## src/pkg/amau_pkg.sv

```systemverilog
// constants and types shared by the accumulator move and arithmetic unit
package amau_pkg;

  // ---------------------------------------------------------------
  // widths
  // ---------------------------------------------------------------
  localparam int DATA_W = 8;  // data byte width
  localparam int ADDR_W = 8;  // data memory address width

  // ---------------------------------------------------------------
  // flag byte layout as stored by save and restore
  // ---------------------------------------------------------------
  localparam int FLAG_Z_BIT = 0;   // zero flag position
  localparam int FLAG_C_BIT = 1;   // carry flag position
  localparam int FLAG_AC_BIT = 2;  // half carry flag position
  localparam int FLAG_OV_BIT = 3;  // signed excess flag position

  // ---------------------------------------------------------------
  // reset values and address constants
  // ---------------------------------------------------------------
  localparam logic [7:0] ACC_RESET = 8'h00;        // accumulator after reset
  localparam logic [7:0] SP_RESET = 8'h00;         // stack pointer after reset
  localparam logic FLAG_RESET = 1'b0;              // each flag after reset
  localparam logic [7:0] SP_STEP = 8'h02;          // stack pointer step per pair
  localparam logic [7:0] PAIR_HI_OFS = 8'h01;      // flag byte sits one above acc
  localparam logic [7:0] PTR_AREA_MASK = 8'h1f;    // pointers live in 0..31 only
  localparam logic [7:0] ZERO_BYTE = 8'h00;        // zero operand

  // ---------------------------------------------------------------
  // operation codes given by the decoder
  // ---------------------------------------------------------------
  typedef enum logic [3:0] {
    OP_NOP = 4'h0,        // nothing
    OP_STORE_IND = 4'h1,  // [pointer] <- acc
    OP_XCH = 4'h2,        // swap acc and memory
    OP_PUSH = 4'h3,       // save acc and flags at stack pointer
    OP_POP = 4'h4,        // restore acc and flags
    OP_ADD_AI = 4'h5,     // acc <- acc + imm
    OP_ADD_AM = 4'h6,     // acc <- acc + mem
    OP_ADD_MA = 4'h7,     // mem <- acc + mem
    OP_ADDC_AM = 4'h8,    // acc <- acc + mem + c
    OP_ADDC_MA = 4'h9,    // mem <- acc + mem + c
    OP_ADDC_A = 4'ha,     // acc <- acc + c
    OP_ADDC_M = 4'hb,     // mem <- mem + c
    OP_SUB_AI = 4'hc,     // acc <- acc - imm
    OP_SUB_AM = 4'hd,     // acc <- acc - mem
    OP_SUB_MA = 4'he,     // mem <- mem - acc
    OP_SUBC_AM = 4'hf     // acc <- acc - mem - c
  } amau_op_t;

  // ---------------------------------------------------------------
  // sequencer states
  // ---------------------------------------------------------------
  typedef enum logic [5:0] {
    ST_IDLE = 6'b000001,   // ready for an operation
    ST_PTR = 6'b000010,    // pointer byte on read data
    ST_OPER = 6'b000100,   // memory operand on read data
    ST_PUSH2 = 6'b001000,  // writing flag byte of the pair
    ST_POP1 = 6'b010000,   // accumulator byte on read data
    ST_POP2 = 6'b100000    // flag byte on read data
  } amau_state_t;

endpackage

```

## src/amau_core.sv

```systemverilog
// execution datapath: indirect store, exchange, save/restore, add and subtract
//
// The register offsets and the plain strobed port were left to the implementer.
`timescale 1ns/1ps
`default_nettype none
module amau_core (
  input wire logic ref_clk,                 // system clock, 40 MHz
  input wire logic rst_n,                   // asynchronous reset, active low
  input wire logic op_valid,                // decoder offers an operation
  input wire amau_pkg::amau_op_t op_code,   // operation offered
  input wire logic [7:0] op_imm,            // immediate operand
  input wire logic [7:0] op_addr,           // memory operand or pointer address
  output logic op_ready,                    // unit can take an operation
  output logic op_done,                     // last cycle of an operation
  input wire logic sp_load,                 // load stack pointer from sp_value while idle and no operation is taken
  input wire logic [7:0] sp_value,          // new stack pointer
  output logic [7:0] mem_addr,              // data memory address
  output logic [7:0] mem_wdata,             // data memory write data
  output logic mem_we,                      // data memory write strobe
  output logic mem_re,                      // data memory read strobe
  input wire logic [7:0] mem_rdata,         // read data, one cycle after mem_re
  output logic [7:0] acc,                   // accumulator
  output logic [7:0] stack_pointer,         // stack pointer
  output logic zero_flag,                   // result was zero
  output logic carry_flag,                  // carry out or borrow
  output logic half_carry_flag,             // low nibble carry
  output logic signed_excess_flag           // signed overflow
);
  import amau_pkg::*;

  // ---------------------------------------------------------------
  // helper functions
  // ---------------------------------------------------------------

  // add or subtract with carry in or borrow in; returns {ov, ac, c, z, result}
  function automatic logic [11:0] alu_calc(input logic [7:0] a, input logic [7:0] b,
                                           input logic cin, input logic sub);
    logic [7:0] bb;
    logic ci;
    logic [8:0] full;
    logic [4:0] low;
    logic co;
    logic hc;
    logic ov;
    bb = sub ? ~b : b;           // two's complement: invert and add one
    ci = sub ? ~cin : cin;       // borrow in becomes missing plus one
    full = {1'b0, a} + {1'b0, bb} + {8'h00, ci};
    low = {1'b0, a[3:0]} + {1'b0, bb[3:0]} + {4'h0, ci};
    co = sub ? ~full[8] : full[8];
    hc = sub ? ~low[4] : low[4];
    ov = (a[7] == bb[7]) && (full[7] != a[7]);
    alu_calc = {ov, hc, co, (full[7:0] == 8'h00), full[7:0]};
  endfunction

  // operation that needs one byte read from memory first
  function automatic logic needs_mem(input amau_op_t op);
    needs_mem = (op == OP_XCH) || (op == OP_ADD_AM) || (op == OP_ADD_MA) ||
                (op == OP_ADDC_AM) || (op == OP_ADDC_MA) || (op == OP_ADDC_M) ||
                (op == OP_SUB_AM) || (op == OP_SUB_MA) || (op == OP_SUBC_AM);
  endfunction

  // operation that completes in its first cycle
  function automatic logic is_single(input amau_op_t op);
    is_single = (op == OP_ADD_AI) || (op == OP_ADDC_A) || (op == OP_SUB_AI);
  endfunction

  // ---------------------------------------------------------------
  // internal signals
  // ---------------------------------------------------------------
  amau_state_t state;          // sequencer state
  amau_state_t next_state;     // sequencer state next cycle
  amau_op_t op_q;              // operation held while it runs
  logic [7:0] addr_q;          // memory operand address held
  logic op_fire;               // operation taken this cycle
  amau_op_t cur_op;            // operation whose arithmetic is live
  logic [7:0] opa;             // first alu operand
  logic [7:0] opb;             // second alu operand
  logic alu_cin;               // carry or borrow into the alu
  logic alu_sub;               // alu subtracts
  logic to_mem;                // result goes back to memory
  logic [11:0] alu_out;        // alu result with flags
  logic arith_go;              // arithmetic result lands this cycle
  logic [7:0] flag_byte;       // flags packed for a save

  assign op_ready = (state == ST_IDLE);
  assign op_fire = op_ready && op_valid && (op_code != OP_NOP);
  assign cur_op = (state == ST_IDLE) ? op_code : op_q;
  assign arith_go = (op_fire && is_single(op_code)) ||
                    ((state == ST_OPER) && (op_q != OP_XCH));
  assign alu_out = alu_calc(opa, opb, alu_cin, alu_sub);

  // pack flags for the stack pair
  always_comb begin
    flag_byte = 8'h00;
    flag_byte[FLAG_Z_BIT] = zero_flag;
    flag_byte[FLAG_C_BIT] = carry_flag;
    flag_byte[FLAG_AC_BIT] = half_carry_flag;
    flag_byte[FLAG_OV_BIT] = signed_excess_flag;
  end

  // ---------------------------------------------------------------
  // operand selection
  // ---------------------------------------------------------------

  // choose alu operands and destination from the live operation
  always_comb begin
    opa = acc;
    opb = ZERO_BYTE;
    alu_cin = 1'b0;
    alu_sub = 1'b0;
    to_mem = 1'b0;
    unique case (cur_op)
      OP_ADD_AI: begin
        opb = op_imm;
      end
      OP_ADD_AM: begin
        opb = mem_rdata;
      end
      OP_ADD_MA: begin
        opb = mem_rdata;
        to_mem = 1'b1;
      end
      OP_ADDC_AM: begin
        opb = mem_rdata;
        alu_cin = carry_flag;
      end
      OP_ADDC_MA: begin
        opb = mem_rdata;
        alu_cin = carry_flag;
        to_mem = 1'b1;
      end
      OP_ADDC_A: begin
        alu_cin = carry_flag;
      end
      OP_ADDC_M: begin
        opa = mem_rdata;
        alu_cin = carry_flag;
        to_mem = 1'b1;
      end
      OP_SUB_AI: begin
        opb = op_imm;
        alu_sub = 1'b1;
      end
      OP_SUB_AM: begin
        opb = mem_rdata;
        alu_sub = 1'b1;
      end
      OP_SUB_MA: begin
        opa = mem_rdata;
        opb = acc;
        alu_sub = 1'b1;
        to_mem = 1'b1;
      end
      OP_SUBC_AM: begin
        opb = mem_rdata;
        alu_sub = 1'b1;
        alu_cin = carry_flag;
      end
      default: begin
        opa = acc;  // moves use no alu
      end
    endcase
  end

  // ---------------------------------------------------------------
  // sequencer
  // ---------------------------------------------------------------

  // next state and done strobe
  always_comb begin
    next_state = state;
    op_done = 1'b0;
    unique case (state)
      ST_IDLE: begin
        if (op_fire) begin
          if (op_code == OP_STORE_IND) begin
            next_state = ST_PTR;
          end else if (needs_mem(op_code)) begin
            next_state = ST_OPER;
          end else if (op_code == OP_PUSH) begin
            next_state = ST_PUSH2;
          end else if (op_code == OP_POP) begin
            next_state = ST_POP1;
          end else begin
            op_done = 1'b1;  // immediate and carry-only acc ops
          end
        end
      end
      ST_PTR: begin
        next_state = ST_IDLE;
        op_done = 1'b1;
      end
      ST_OPER: begin
        next_state = ST_IDLE;
        op_done = 1'b1;
      end
      ST_PUSH2: begin
        next_state = ST_IDLE;
        op_done = 1'b1;
      end
      ST_POP1: begin
        next_state = ST_POP2;
      end
      ST_POP2: begin
        next_state = ST_IDLE;
        op_done = 1'b1;
      end
    endcase
  end

  // state register
  always_ff @(posedge ref_clk or negedge rst_n) begin
    if (!rst_n) begin
      state <= ST_IDLE;
    end else begin
      state <= next_state;
    end
  end

  // hold the operation and its address while it runs
  always_ff @(posedge ref_clk or negedge rst_n) begin
    if (!rst_n) begin
      op_q <= OP_NOP;
      addr_q <= 8'h00;
    end else if (op_fire) begin
      op_q <= op_code;
      addr_q <= op_addr;
    end
  end

  // ---------------------------------------------------------------
  // data memory port
  // ---------------------------------------------------------------

  // strobes, address and write data per state
  always_comb begin
    mem_re = 1'b0;
    mem_we = 1'b0;
    mem_addr = 8'h00;
    mem_wdata = 8'h00;
    unique case (state)
      ST_IDLE: begin
        if (op_fire && (op_code == OP_STORE_IND)) begin
          mem_re = 1'b1;
          mem_addr = op_addr & PTR_AREA_MASK;
        end else if (op_fire && needs_mem(op_code)) begin
          mem_re = 1'b1;
          mem_addr = op_addr;
        end else if (op_fire && (op_code == OP_PUSH)) begin
          mem_we = 1'b1;
          mem_addr = stack_pointer;
          mem_wdata = acc;
        end else if (op_fire && (op_code == OP_POP)) begin
          mem_re = 1'b1;
          mem_addr = stack_pointer - SP_STEP;
        end
      end
      ST_PTR: begin
        mem_we = 1'b1;
        mem_addr = mem_rdata;
        mem_wdata = acc;
      end
      ST_OPER: begin
        if (op_q == OP_XCH) begin
          mem_we = 1'b1;
          mem_addr = addr_q;
          mem_wdata = acc;
        end else if (to_mem) begin
          mem_we = 1'b1;
          mem_addr = addr_q;
          mem_wdata = alu_out[7:0];
        end
      end
      ST_PUSH2: begin
        mem_we = 1'b1;
        mem_addr = stack_pointer + PAIR_HI_OFS;
        mem_wdata = flag_byte;
      end
      ST_POP1: begin
        mem_re = 1'b1;
        mem_addr = stack_pointer + PAIR_HI_OFS;
      end
      ST_POP2: begin
        mem_re = 1'b0;
      end
    endcase
  end

  // ---------------------------------------------------------------
  // architectural registers
  // ---------------------------------------------------------------

  // accumulator
  always_ff @(posedge ref_clk or negedge rst_n) begin
    if (!rst_n) begin
      acc <= ACC_RESET;
    end else if (arith_go && !to_mem) begin
      acc <= alu_out[7:0];
    end else if ((state == ST_OPER) && (op_q == OP_XCH)) begin
      acc <= mem_rdata;
    end else if (state == ST_POP1) begin
      acc <= mem_rdata;
    end
  end

  // stack pointer
  always_ff @(posedge ref_clk or negedge rst_n) begin
    if (!rst_n) begin
      stack_pointer <= SP_RESET;
    end else if (op_fire && (op_code == OP_POP)) begin
      stack_pointer <= stack_pointer - SP_STEP;
    end else if (state == ST_PUSH2) begin
      stack_pointer <= stack_pointer + SP_STEP;
    end else if (sp_load && op_ready && !op_fire) begin
      stack_pointer <= sp_value;
    end
  end

  // flags: only arithmetic and restore touch them
  always_ff @(posedge ref_clk or negedge rst_n) begin
    if (!rst_n) begin
      zero_flag <= FLAG_RESET;
      carry_flag <= FLAG_RESET;
      half_carry_flag <= FLAG_RESET;
      signed_excess_flag <= FLAG_RESET;
    end else if (arith_go) begin
      zero_flag <= alu_out[8];
      carry_flag <= alu_out[9];
      half_carry_flag <= alu_out[10];
      signed_excess_flag <= alu_out[11];
    end else if (state == ST_POP2) begin
      zero_flag <= mem_rdata[FLAG_Z_BIT];
      carry_flag <= mem_rdata[FLAG_C_BIT];
      half_carry_flag <= mem_rdata[FLAG_AC_BIT];
      signed_excess_flag <= mem_rdata[FLAG_OV_BIT];
    end
  end

  // ---------------------------------------------------------------
  // assertions
  // ---------------------------------------------------------------

  a_store_two_cycles: assert property (@(posedge ref_clk) disable iff (!rst_n)
    (op_fire && op_code == OP_STORE_IND) |=>
      (mem_we && op_done && mem_addr == mem_rdata && mem_wdata == acc))
    else $error("indirect store not written in its second cycle");

  a_store_flags_kept: assert property (@(posedge ref_clk) disable iff (!rst_n)
    (op_fire && op_code == OP_STORE_IND) |=> ##1
      ({zero_flag, carry_flag, half_carry_flag, signed_excess_flag} ==
       $past({zero_flag, carry_flag, half_carry_flag, signed_excess_flag}, 2)))
    else $error("indirect store changed a flag");

  a_xch_swap: assert property (@(posedge ref_clk) disable iff (!rst_n)
    (op_fire && op_code == OP_XCH) |=>
      (mem_we && mem_wdata == $past(acc)) ##1 (acc == $past(mem_rdata)))
    else $error("exchange did not swap");

  a_push_sp_step: assert property (@(posedge ref_clk) disable iff (!rst_n)
    (op_fire && op_code == OP_PUSH) |=> ##1
      (stack_pointer == 8'($past(stack_pointer, 2) + SP_STEP)))
    else $error("save did not advance stack pointer by two");

  a_pop_restore: assert property (@(posedge ref_clk) disable iff (!rst_n)
    (op_fire && op_code == OP_POP) |=>
      (stack_pointer == 8'($past(stack_pointer) - SP_STEP)) ##2
      (carry_flag == $past(mem_rdata[FLAG_C_BIT])))
    else $error("restore sequence wrong");

  a_add_imm_sum: assert property (@(posedge ref_clk) disable iff (!rst_n)
    (op_fire && op_code == OP_ADD_AI) |=>
      (acc == 8'($past(acc) + $past(op_imm)) &&
       carry_flag == (({1'b0, $past(acc)} + {1'b0, $past(op_imm)}) > 9'h0ff)))
    else $error("add immediate result or carry wrong");

  a_sub_imm_borrow: assert property (@(posedge ref_clk) disable iff (!rst_n)
    (op_fire && op_code == OP_SUB_AI) |=>
      (acc == 8'($past(acc) - $past(op_imm)) && carry_flag == ($past(acc) < $past(op_imm))))
    else $error("subtract immediate borrow wrong");

  a_half_carry_add: assert property (@(posedge ref_clk) disable iff (!rst_n)
    (op_fire && op_code == OP_ADD_AI) |=>
      (half_carry_flag == (({1'b0, $past(acc[3:0])} + {1'b0, $past(op_imm[3:0])}) > 5'h0f)))
    else $error("half carry wrong");

  a_zero_follows: assert property (@(posedge ref_clk) disable iff (!rst_n)
    (arith_go && !to_mem) |=> (zero_flag == (acc == 8'h00)))
    else $error("zero flag does not match result");

  a_ptr_area: assert property (@(posedge ref_clk) disable iff (!rst_n)
    (op_fire && op_code == OP_STORE_IND) |-> (mem_re && mem_addr <= PTR_AREA_MASK))
    else $error("pointer read outside 0..31");

  a_ovf_add: assert property (@(posedge ref_clk) disable iff (!rst_n)
    (op_fire && op_code == OP_ADD_AI) |=>
      (signed_excess_flag == (($past(acc[7]) == $past(op_imm[7])) && (acc[7] != $past(acc[7])))))
    else $error("signed excess flag wrong");

endmodule
`default_nettype wire
```

## config.mk

```make
export PLATFORM = sky130hd
export DESIGN_NAME = amau_core
export DESIGN_NICKNAME = d
export VERILOG_FILES = /design/src/pkg/amau_pkg.sv /design/src/amau_core.sv
export SDC_FILE = /design/constraint.sdc
export NUM_CORES = 1
export LEC_CHECK = 0
export BUFFER_PORTS_ARGS = -buffer_cell sky130_fd_sc_hd__buf_2
export CAP_MARGIN = 20
export CELL_PAD_IN_SITES_DETAIL_PLACEMENT = 0
export CELL_PAD_IN_SITES_GLOBAL_PLACEMENT = 1
export CORE_MARGIN = 2
export CORE_UTILIZATION = 34
export CTS_CLUSTER_SIZE = 12
export DETAILED_ROUTE_END_ITERATION = 16
export PLACE_DENSITY = 0.75
export SYNTH_ARGS = -nofsm -noshare
export SYNTH_HDL_FRONTEND = slang
export SYNTH_SLANG_ARGS = --single-unit
```

## constraint.sdc

```tcl
create_clock -name ref_clk -period 9.6 [get_ports ref_clk]
set_input_delay 1.44 -clock ref_clk [delete_from_list [all_inputs] [get_ports ref_clk]]
set_output_delay 1.44 -clock ref_clk [all_outputs]
set_load 0.03 [all_outputs]
```

### Word level (Yosys, flattened, before mapping)

Cells that the tools add are included.

* flip-flop bits (word level): 38
* output and inout port bits: 40
* logic and storage cells: 159

* $add $sub $neg: 7
* eq/ne operators: 38
* multiplexer cells: 60
* bitwise logic cells: 4
* reduce and logical (&&, ||, !) cells: 41

Operator list (count)
* $mux 8: 19
* $eq 4x4->1 const B: 16
* $pmux 8 s4: 2
* $mux 6: 5
* $eq 4x3->1 const B: 7
* $mux 1: 28
* $pmux 8 s3: 1
* $pmux 6 s3: 1
* $logic_and 1x1->1: 13
* $eq 4x2->1 const B: 3
* $reduce_or 4->1: 3
* $logic_or 1x1->1: 11
* $add 8x8->9: 1
* $add 9x1->9: 1
* $add 8x1->8 const B: 1
* $add 8x2->8 const B: 1
* $logic_not 8->1: 1
* $not 8->8: 1
* $reduce_or 2->1: 4
* $sub 8x2->8 const B: 1
* $eq 6x1->1 const B: 1
* $eq 6x2->1 const B: 1
* $eq 6x3->1 const B: 1
* $eq 6x4->1 const B: 1
* 21 further kinds: 26

### Longest topological paths before layout

Gate-level depths: netlist of the first run.

* depth in word-level cells: 13
* gate-level depth with buffers: 16

### Worst setup path after synthesis of the first run

OpenSTA, ideal clock, no wires.

* path type: input to output
* from: input port op_code[1]
* to: output port mem_wdata[6]
* arrival time: 4782 ps
* data required time: 8160 ps
* setup slack: 3378 ps
* cell stages on the path: 14
* buffers on the path: 2
* path through: clkbuf_1 > clkbuf_1 > nand2b_1 > nor3b_1 > a21oi_1 > a222oi_1 > fa_1 > fa_1 > nand2b_1 > a21oi_1 > o21ai_0 > a21oi_1 > inv_1 > o21ai_0

* cells in the longest elaborated chain, start to end: 13

Ends and longest elaborated chain
* start: declaration: line amau_core.sv:10 `input wire amau_pkg::amau_op_t op_code,`
* branches (longest 12 deep; another with $add 8x8->9)
* $pmux 8 s4 (*): line amau_core.sv:241 `unique case (state)`
* end: declaration: line amau_core.sv:18 `output logic [7:0] mem_wdata,`

Every way passes the cells marked *.

### Worst setup path after layout of the first run

* from: register state[2]
* to: output port mem_wdata[6]

* cells in the longest elaborated chain, start to end: 12

Ends and longest elaborated chain
* start: declaration: line amau_core.sv:70 `amau_state_t state;`
* start signal: assignment: line amau_core.sv:216 `state <= next_state;`
* $eq 6x1->1: line amau_core.sv:85, amau_core.sv:87, amau_core.sv:241
* $mux 4: line amau_core.sv:87 `assign cur_op = (state == ST_IDLE) ? op_code : op_q;`
* $eq 4x4->1 or $eq 4x3->1 (tied branches): line amau_core.sv:112 `unique case (cur_op)`
* $reduce_or 6->1 (no line) or $reduce_or 2->1 (tied branches)
* $pmux 8 s3: line amau_core.sv:112
* $not 8->8: line amau_core.sv:45 `bb = sub ? ~b : b;`
* $mux 8: line amau_core.sv:45
* $add 8x8->9: line amau_core.sv:47 `full = {1'b0, a} + {1'b0, bb} + {8'h00, ci};`
* $add 9x1->9: line amau_core.sv:47
* $mux 8: line amau_core.sv:268 `end else if (to_mem) begin`
* $mux 8: line amau_core.sv:264 `if (op_q == OP_XCH) begin`
* $pmux 8 s4 (*): line amau_core.sv:241

Mark *: on every way between the ends. The rest lies on a longest branch, timed or not.

==> impl_metrics.tcl, run 1 <==
set metrics [dict create \
    nNetsFinal 599 \
    cts_tree "yes" \
    cpMaxStageDelayCell "o21ai_1" \
    crit_fanout 13 \
    root_buffer "clkbuf_8" \
    synthCells 484 \
    startpoint_type "register" \
    ys.flop_type "dfrtp_1" \
    postSynth.asyncResetShare_pct 100.0 \
    routedWlPerCell_um 19.22 \
    placed_cells 680 \
    final_util_pct 39.97 \
    layout_common_cells "buf_2, nand2_1, nor2_1" \
    hp-class "reg2reg" \
    pin_count 80 \
    finClkSkew_ns 0.005581 \
    start_util_pct 34.80 \
    critical_path.top_delay_family "compound AO/OA/AOI/OAI gates" \
    slowest_delay_ns 0.78 \
    finalSetupViolCount 0 \
    drtIter0Drc 223 \
    slew_headroom_pct 35.65 \
    synth_seq_area_share_pct 25.35 \
    coreArea_um2 10790 \
    p_leak_nw 1.967 \
    antenna_found_initial 0 \
    antenna_cells 0 \
    gp_congestion 0.9836 \
    cts_resized 0 \
    insertion_delay_ns 0.31 \
    grt-ovfl-total 0 \
    crit_path_end_kind "output pin" \
    syn2layout_area_growth_pct 14.86 \
    hold_path_depth 2 \
    via_count 3894 \
    num-fill-cells 1165 \
    clk_pin_slew_ns 0.08 \
    worst_pin_slew_ns 0.9383 \
    wirelength_um 13220 \
    routed_via_density 5.660 \
    drc 0 \
    row_count 38 \
    dieArea_um2 11900 \
    power.density_nw_per_um2 378.8 \
    fin_cells 688 \
    irDropWorstVdd_v 0.0001417 \
    max_freq_ghz 0.1452 \
    synth_area_um2 3756 \
    holdWs_ns 0.4860 \
    report.power.total_mw 1.634 \
    slew_viol_final 0 \
    hold_viol 0 \
    fin_setup_tns_ns 0 \
    worstPathCellList "or4_1, or2_4, o21ai_1, nor2_2, a221oi_1, a222oi_1, fa_1, fa_1, nand2b_1, a21oi_1, o21ai_0, a21oi_1, inv_1, o21ai_0, buf_2" \
    cts_hold_buffers 0 \
    synth_area_per_cell_um2 7.761 \
    grt_pass1_wl_um 20560 \
    port_buffers 79 \
    min_period_ns 6.888 \
    die_y_um 109.1 \
    die_w_um 109.1 \
    numCtsBuffers 5 \
    grt_start_max_net_pins 39 \
    synth_nets 536 \
    grt_pass1_vias 3848 \
    rsz0062_at_grt "no" \
    ys_warn_count 0 \
    ys_ff_latch 38 \
    arrival_ns 5.45 \
    drive_above_1_share_pct 21.72 \
    htree_levels 2 \
    post_cts_buffers 0 \
    synth_edf_count 0 \
    post-dp-hpwl_um 9999 \
    cp_num_buf_inv 2 \
    synth_cell_types 76 \
    fin_crit_sh_pct 71.75 \
    reg2reg_depth 14 \
    clock_sinks 38 \
    outcome "finished, final reports clean" \
    drv_cap 0 \
    cts_buffer_depth 2 \
    final_common_cell "buf_2" \
    grt_use_total_pct 22.62 \
    first_pass_iters 5 \
    crit_cells 15 \
    critPathKind "reg2out" \
    required_ns 8.16 \
    antenna_left 0 \
]
Yosys cell counts (4+ instances only):
cell,n,share of area (%)
buf_2,4,0.53
nand3_1,9,1.2
clkbuf_1,17,1.7
and3_1,5,0.83
mux2_2,10,3.0
dfrtp_1,37,25
nand2_1,77,7.7
inv_1,17,1.7
nor2b_1,5,0.83
nor2_1,52,5.2
a22oi_1,13,2.6
xor2_1,13,3.0
mux2i_1,6,1.6
a21oi_1,17,2.3
a221o_1,14,3.7
or3_1,11,1.8
a211o_1,6,1.4
nor3_1,10,1.3
ha_1,10,3.3
o21ai_1,8,1.1
o21ai_0,38,5.1
a221oi_1,9,2.1
a31oi_1,4,0.67
nand2b_1,8,1.3
xnor2_1,12,2.8
stage by stage:
| stage | area [um2] | worst slack [ns] |
|---|---|---|
| 3_3_place_gp | 4228 | 3.014 |
| 6_report | 4314 | 2.712 |
| 3_5_place_dp | 4228 | 2.872 |
| 5_1_grt | 4314 | 2.443 |
| 2_1_floorplan | 3756 | 3.378 |
| 4_1_cts | 4314 | 2.794 |
sequential cells by signal, summed over array words and instances, names as in the netlist:
signal,count
zero_flag,1
op_q,4
signed_excess_flag,1
stack_pointer,8
addr_q,8
state,6
half_carry_flag,1
carry_flag,1
acc,8
metal layers:
layer | share of wire [%] | track usage, %
met2 | 48 | 38.78
met5 | 0 | 0
met3 | 5.8 | 4.065
met4 | 2.6 | 7.784
met1 | 44 | 28.43
where the power goes:
| group | switching [mW] | internal [mW] | total, mW | leakage [nW] |
|---|---|---|---|---|
| combinational | 0.727 | 0.434 | 1.16 | 1.46 |
| clock | 0.0660 | 0.0514 | 0.117 | 0.0452 |
| sequential | 0.122 | 0.233 | 0.355 | 0.464 |
worst min-delay path: cells and delay by family, from the launching register on:
kind          cells  cell delay, ns
flops             1            0.35
simple gates      2            0.10
worst paths after layout:
check	start	end	slack, ns
setup / recovery	state[2]	mem_wdata[6]	2.71
hold / removal	addr_q[3]	addr_q[3]	0.49
setup reg to reg	state[2]	zero_flag	4.43
hold reg to reg	addr_q[3]	addr_q[3]	0.49
max in group asynchronous	rst_n	addr_q[3]	7.73
min in group asynchronous	rst_n	stack_pointer[5]	1.28
logic make-up (layout without fill, tap and decap cells):
group	Yosys count	after routing	share of synthesized area, %
XOR/XNOR	25	25	5.829
adder cells (fa/ha/maj)	12	12	4.397
buffers and inverters	42	106	4.697
AO/OA/AOI/OAI	141	141	27.28
multiplexers	18	18	5.397
AND/OR/NAND/NOR	208	208	27.05
flip-flops	38	38	25.35
final cells by class:
type | count | area (um2) | area share, %
multi-input cells | 404 | 2628 | 60.90
flip-flops and latches | 38 | 952.2 | 22.07
repair buffers | 80 | 402.9 | 9.339
well taps | 140 | 175.2 | 4.060
clock buffers | 6 | 72.57 | 1.682
inverters | 18 | 70.07 | 1.624
clock inverters | 2 | 13.76 | 0.3190
(Power assumes the default switching activity.)
==> run 2, diff against run 1 <==
==> constraint.sdc (replaced) <==
create_clock -name ref_clk -period 6.6 [get_ports ref_clk]
set_input_delay 0.99 -clock ref_clk [delete_from_list [all_inputs] [get_ports ref_clk]]
set_output_delay 0.99 -clock ref_clk [all_outputs]
set_load 0.03 [all_outputs]
==> run 2 against run 1 <==
Net effect:
- setup slack got worse by 2.2 ns
- first-iteration DRC count increased by 54%
- core utilization increased by 0.19 points
- die area unchanged
- clock-buffer cell count increased by 1
- critical endpoint unchanged
- critical path depth increased by 1
- largest cell class unchanged
- final cell count increased by 0.29%
- register-to-register slack got worse by 2.8 ns
- critical path type unchanged
==> impl_metrics.tcl, run 2 (same netlist as run 1, synthesis figures left out) <==
set metrics [dict create \
    post_cts_buffers 0 \
    startpoint_type "register" \
    post-dp-hpwl_um 9991 \
    rrSetupSlack_ns 1.66 \
    cts_tree "yes" \
    cts_resized 0 \
    first_pass_iters 5 \
    port_buffers 79 \
    syn2layout_area_growth_pct 15.39 \
    die_y_um 109.1 \
    hold_viol 0 \
    crit_path_end_kind "output pin" \
    start_util_pct 34.80 \
    outcome "finished, final reports clean" \
    final_common_cell "buf_2" \
    min_period_ns 6.123 \
    required_ns 5.61 \
    antenna_left 0 \
    largest_registers "acc (8), addr_q (8), stack_pointer (8)" \
    drc 0 \
    antenna_found_initial 0 \
    drv_cap 0 \
    root_buffer "clkbuf_8" \
    rsz0062_at_grt "no" \
    clock_sinks 38 \
    layout_common_cells "buf_2, nand2_1, nor2_1" \
    slew_headroom_pct 35.09 \
    dieArea_um2 11900 \
    pre_cts_slack_ns 0.8439 \
    arrival_ns 5.13 \
    drtIter0Drc 343 \
    finalSetupViolCount 0 \
    grt-ovfl-total 0 \
    finClkSkew_ns 0.007140 \
    routed_via_density 5.777 \
    grt_start_max_net_pins 39 \
    worst_pin_slew_ns 0.9736 \
    critPathKind "reg2out" \
    irDropWorstVdd_v 0.0001867 \
    grt_pass1_wl_um 20870 \
    wirelength_um 13190 \
    cts_hold_buffers 0 \
    p_leak_nw 1.980 \
    crit_fanout 13 \
    antenna_cells 0 \
    fin_setup_tns_ns 0 \
    nNetsFinal 601 \
    pin_count 80 \
    grt_pass1_vias 3739 \
    max_freq_ghz 0.1633 \
    row_count 38 \
    via_count 3986 \
    gp_congestion 0.9360 \
    slew_viol_final 0 \
    power.density_nw_per_um2 553.5 \
    hp-class "reg2reg" \
    fin_crit_sh_pct 92.77 \
    grt_use_total_pct 22.65 \
    coreArea_um2 10790 \
    fin_ws_ns 0.4771 \
    cts_buffer_depth 2 \
    drive_above_1_share_pct 22.00 \
    die_w_um 109.1 \
    num-fill-cells 1135 \
    routedWlPerCell_um 19.12 \
    clk_pin_slew_ns 0.08 \
    numCtsBuffers 5 \
    insertion_delay_ns 0.30 \
    htree_levels 2 \
]
run 2: per-stage QoR:
step / power (mW) / util (%) / hold WS [ns] / std cells / cell area [um2]
global route: 2.619 / 40.16 / 0.5071 / 690 / 4334
CTS: 2.394 / 40.16 / 0.4839 / 690 / 4334
floorplan: 1.769 / - / 0.4461 / 484 / 3756
detailed placement: 2.205 / 39.31 / 0.4625 / 682 / 4243
finish: 2.399 / 40.16 / 0.4852 / 690 / 4334
global placement: 2.186 / 39.31 / 0.4582 / 682 / 4243
run 2: metal layers:
metal / global-route usage [%] / vias to the layer above / routed length (um) / part of all wire, %
met3: 3.288 / 11 / 723 / 5.5
met2: 39.75 / 143 / 6513 / 49
met1: 29.53 / 1925 / 5816 / 44
met4: 4.487 / 0 / 139 / 1.1
li1: - / 1907 / - / -
met5: 0 / - / 0 / 0
run 2: final cells by class:
class | count | area, um2 | share of cell area [%]
clock buffers | 7 | 86.33 | 1.992
clock inverters | 1 | 5.005 | 0.1155
inverters | 18 | 70.07 | 1.617
multi-input cells | 404 | 2628 | 60.62
flip-flops and latches | 38 | 952.2 | 21.97
well taps | 140 | 175.2 | 4.042
repair buffers | 82 | 417.9 | 9.642
run 2: power breakdown:
group	switching, mW	total (mW)	internal, mW
logic	1.07	1.71	0.640
clock network	0.0937	0.178	0.0846
registers	0.174	0.513	0.339
run 2: worst paths after layout:
kind | start | endpoint | cells past startpoint
setup / recovery | state[3] | mem_wdata[6] | 16
hold / removal | addr_q[5] | addr_q[5] | 2
setup reg to reg | state[3] | zero_flag | 15
hold reg to reg | addr_q[5] | addr_q[5] | 2
max in group asynchronous | rst_n | op_q[0] | 1
min in group asynchronous | rst_n | stack_pointer[5] | 1
run 2: critical path, stage by stage, from the launching register on:
cell	delay, ns
dfrtp_1	0.46
or4_1	0.70
or2_4	0.41
inv_4	0.11
mux2_4	0.31
xnor2_1	0.55
nand3b_1	0.19
a222oi_1	0.10
fa_1	0.48
fa_1	0.42
nand2b_1	0.19
a21oi_1	0.18
o21ai_0	0.14
a21oi_1	0.19
inv_1	0.07
o21ai_0	0.13
buf_2	0.21
==> run 3, diff against run 2 <==
--- a/config.mk
+++ b/config.mk
@@ -10,10 +10,11 @@
 export CELL_PAD_IN_SITES_DETAIL_PLACEMENT = 0
 export CELL_PAD_IN_SITES_GLOBAL_PLACEMENT = 1
 export CORE_MARGIN = 2
-export CORE_UTILIZATION = 34
+export CORE_UTILIZATION = 41
 export CTS_CLUSTER_SIZE = 12
 export DETAILED_ROUTE_END_ITERATION = 16
-export PLACE_DENSITY = 0.75
+export PLACE_DENSITY = 0.87
+export RECOVER_POWER = 100
 export SYNTH_ARGS = -nofsm -noshare
 export SYNTH_HDL_FRONTEND = slang
 export SYNTH_SLANG_ARGS = --single-unit
==> run 3 against run 2 <==
Net effect:
- the run now ends with capacitance limit, slew limit left
- sequential share of layout area is 0.54 points higher
- hold slack hardly changed
- clock-buffer cell count stayed put
- register-to-register slack hardly changed
==> impl_metrics.tcl, run 3 (same netlist as run 1, synthesis figures left out) <==
set metrics [dict create \
    outcome "finished with violations" \
    violations "capacitance limit, slew limit" \
    slew_headroom_pct -50.95 \
    drc 0 \
    start_util_pct 42.65 \
    clk_pin_slew_ns 0.09 \
    grt_pass1_wl_um 19980 \
    final_util_pct 48.04 \
    min_period_ns 6.172 \
    routed_via_density 6.073 \
    grt-ovfl-total 0 \
    slew_viol_final 39 \
    arrival_ns 5.18 \
    crit_path_end_kind "output pin" \
    cts_resized 0 \
    coreArea_um2 8806 \
    gp_congestion 0.9438 \
    row_count 34 \
    wirelength_um 12570 \
    antenna_cells 0 \
    via_count 3996 \
    cts_buffer_depth 2 \
    root_buffer "clkbuf_8" \
    fin_crit_sh_pct 93.51 \
    finClkSkew_ns 0.01073 \
    cts_hold_buffers 0 \
    first_pass_iters 5 \
    finalSetupViolCount 0 \
    rsz0062_at_grt "no" \
    die_w_um 99.72 \
    syn2layout_area_growth_pct 12.63 \
    grt_start_max_net_pins 39 \
    die_y_um 99.72 \
    nNetsFinal 601 \
    dieArea_um2 9943 \
    cts_tree "yes" \
    max_freq_ghz 0.1620 \
    grt_use_total_pct 25.56 \
    startpoint_type "register" \
    post-dp-hpwl_um 9400 \
    fin_setup_tns_ns 0 \
    drtIter0Drc 273 \
    htree_levels 2 \
    drive_above_1_share_pct 14.36 \
    critPathKind "reg2out" \
    power.density_nw_per_um2 555.9 \
    insertion_delay_ns 0.30 \
    antenna_found_initial 0 \
    layout_common_cells "nand2_1, nor2_1, clkbuf_1" \
    required_ns 5.61 \
    worst_pin_slew_ns 2.264 \
    largest_registers "acc (8), addr_q (8), stack_pointer (8)" \
    rrSetupSlack_ns 1.67 \
    hp-class "reg2reg" \
    routedWlPerCell_um 19.10 \
    port_buffers 79 \
    final_common_cell "nand2_1" \
    drv_cap 1 \
    pin_count 80 \
    p_leak_nw 1.835 \
    numCtsBuffers 5 \
    clock_sinks 38 \
    crit_fanout 13 \
    hold_viol 0 \
    grt_pass1_vias 3793 \
    antenna_left 0 \
    post_cts_buffers 0 \
    irDropWorstVdd_v 0.0002971 \
]
-- run 3: cell types whose count changed in the layout (fill, tap and decap cells not counted) --
cell        delta
a21oi_1        +1
a21oi_2        -1
buf_2         -40
clkbuf_1      +40
clkbuf_2       +1
clkbuf_8       -1
clkinv_2       -1
clkinvlp_4     +1
mux2_1         +1
mux2_4         -1
-- run 3: report_power, final --
part | switching, mW | total, mW | internal [mW] | leakage (nW)
Combinational | 1.06 | 1.67 | 0.609 | 1.33
Clock | 0.0971 | 0.172 | 0.0751 | 0.0385
Sequential | 0.170 | 0.509 | 0.339 | 0.464
Total | 1.33 | 2.35 | 1.02 | 1.84
-- run 3: worst paths after layout --
kind / start / endpoint / cells past startpoint
min reg2reg: addr_q[2] / addr_q[2] / 2
max in group asynchronous: rst_n / acc[2] / 1
max reg2reg: state[3] / carry_flag / 15
min in group asynchronous: rst_n / stack_pointer[6] / 1
min: addr_q[2] / addr_q[2] / 2
max: state[3] / mem_wdata[6] / 16
-- run 3: metal layers --
layer	routed length, um	global-route usage [%]	up-vias
met1	5911	37.28	1924
met5	0	0	-
met3	825	3.303	19
met2	5580	39.14	161
li1	-	-	1892
met4	252	8.325	0
-- run 3: final cells by class --
cell class / count / area [um2]
fillers: 912 / 4576
multi-input cells: 404 / 2620
flip-flops and latches: 38 / 952.2
repair buffers: 82 / 369.1
well taps: 108 / 135.1
clock buffers: 7 / 76.32
inverters: 18 / 70.07
clock inverters: 1 / 7.507
-- run 3: worst max-delay path: stages, from the launching register on --
cell and delay, ns:
dfrtp_1 0.46, or4_1 0.69, or2_4 0.41, inv_4 0.11
mux2_1 0.37, xnor2_1 0.54, nand3b_1 0.19, a222oi_1 0.10
fa_1 0.48, fa_1 0.41, nand2b_1 0.19, a21oi_1 0.17
o21ai_0 0.13, a21oi_1 0.19, inv_1 0.07, o21ai_0 0.15
buf_2 0.22
-- run 3: metrics by stage --
stage	std cells	total power, mW	area [um2]	hold WS, ns	worst slack [ns]
floorplan	484	1.769	3756	0.4461	0.9840
global placement	650	2.146	4203	0.4581	1.029
detailed placement	650	2.184	4203	0.4666	0.8734
CTS	658	2.362	4287	0.4866	0.5198
global route	658	2.546	4230	0.5032	0.06961
finish	658	2.352	4230	0.4855	0.4284
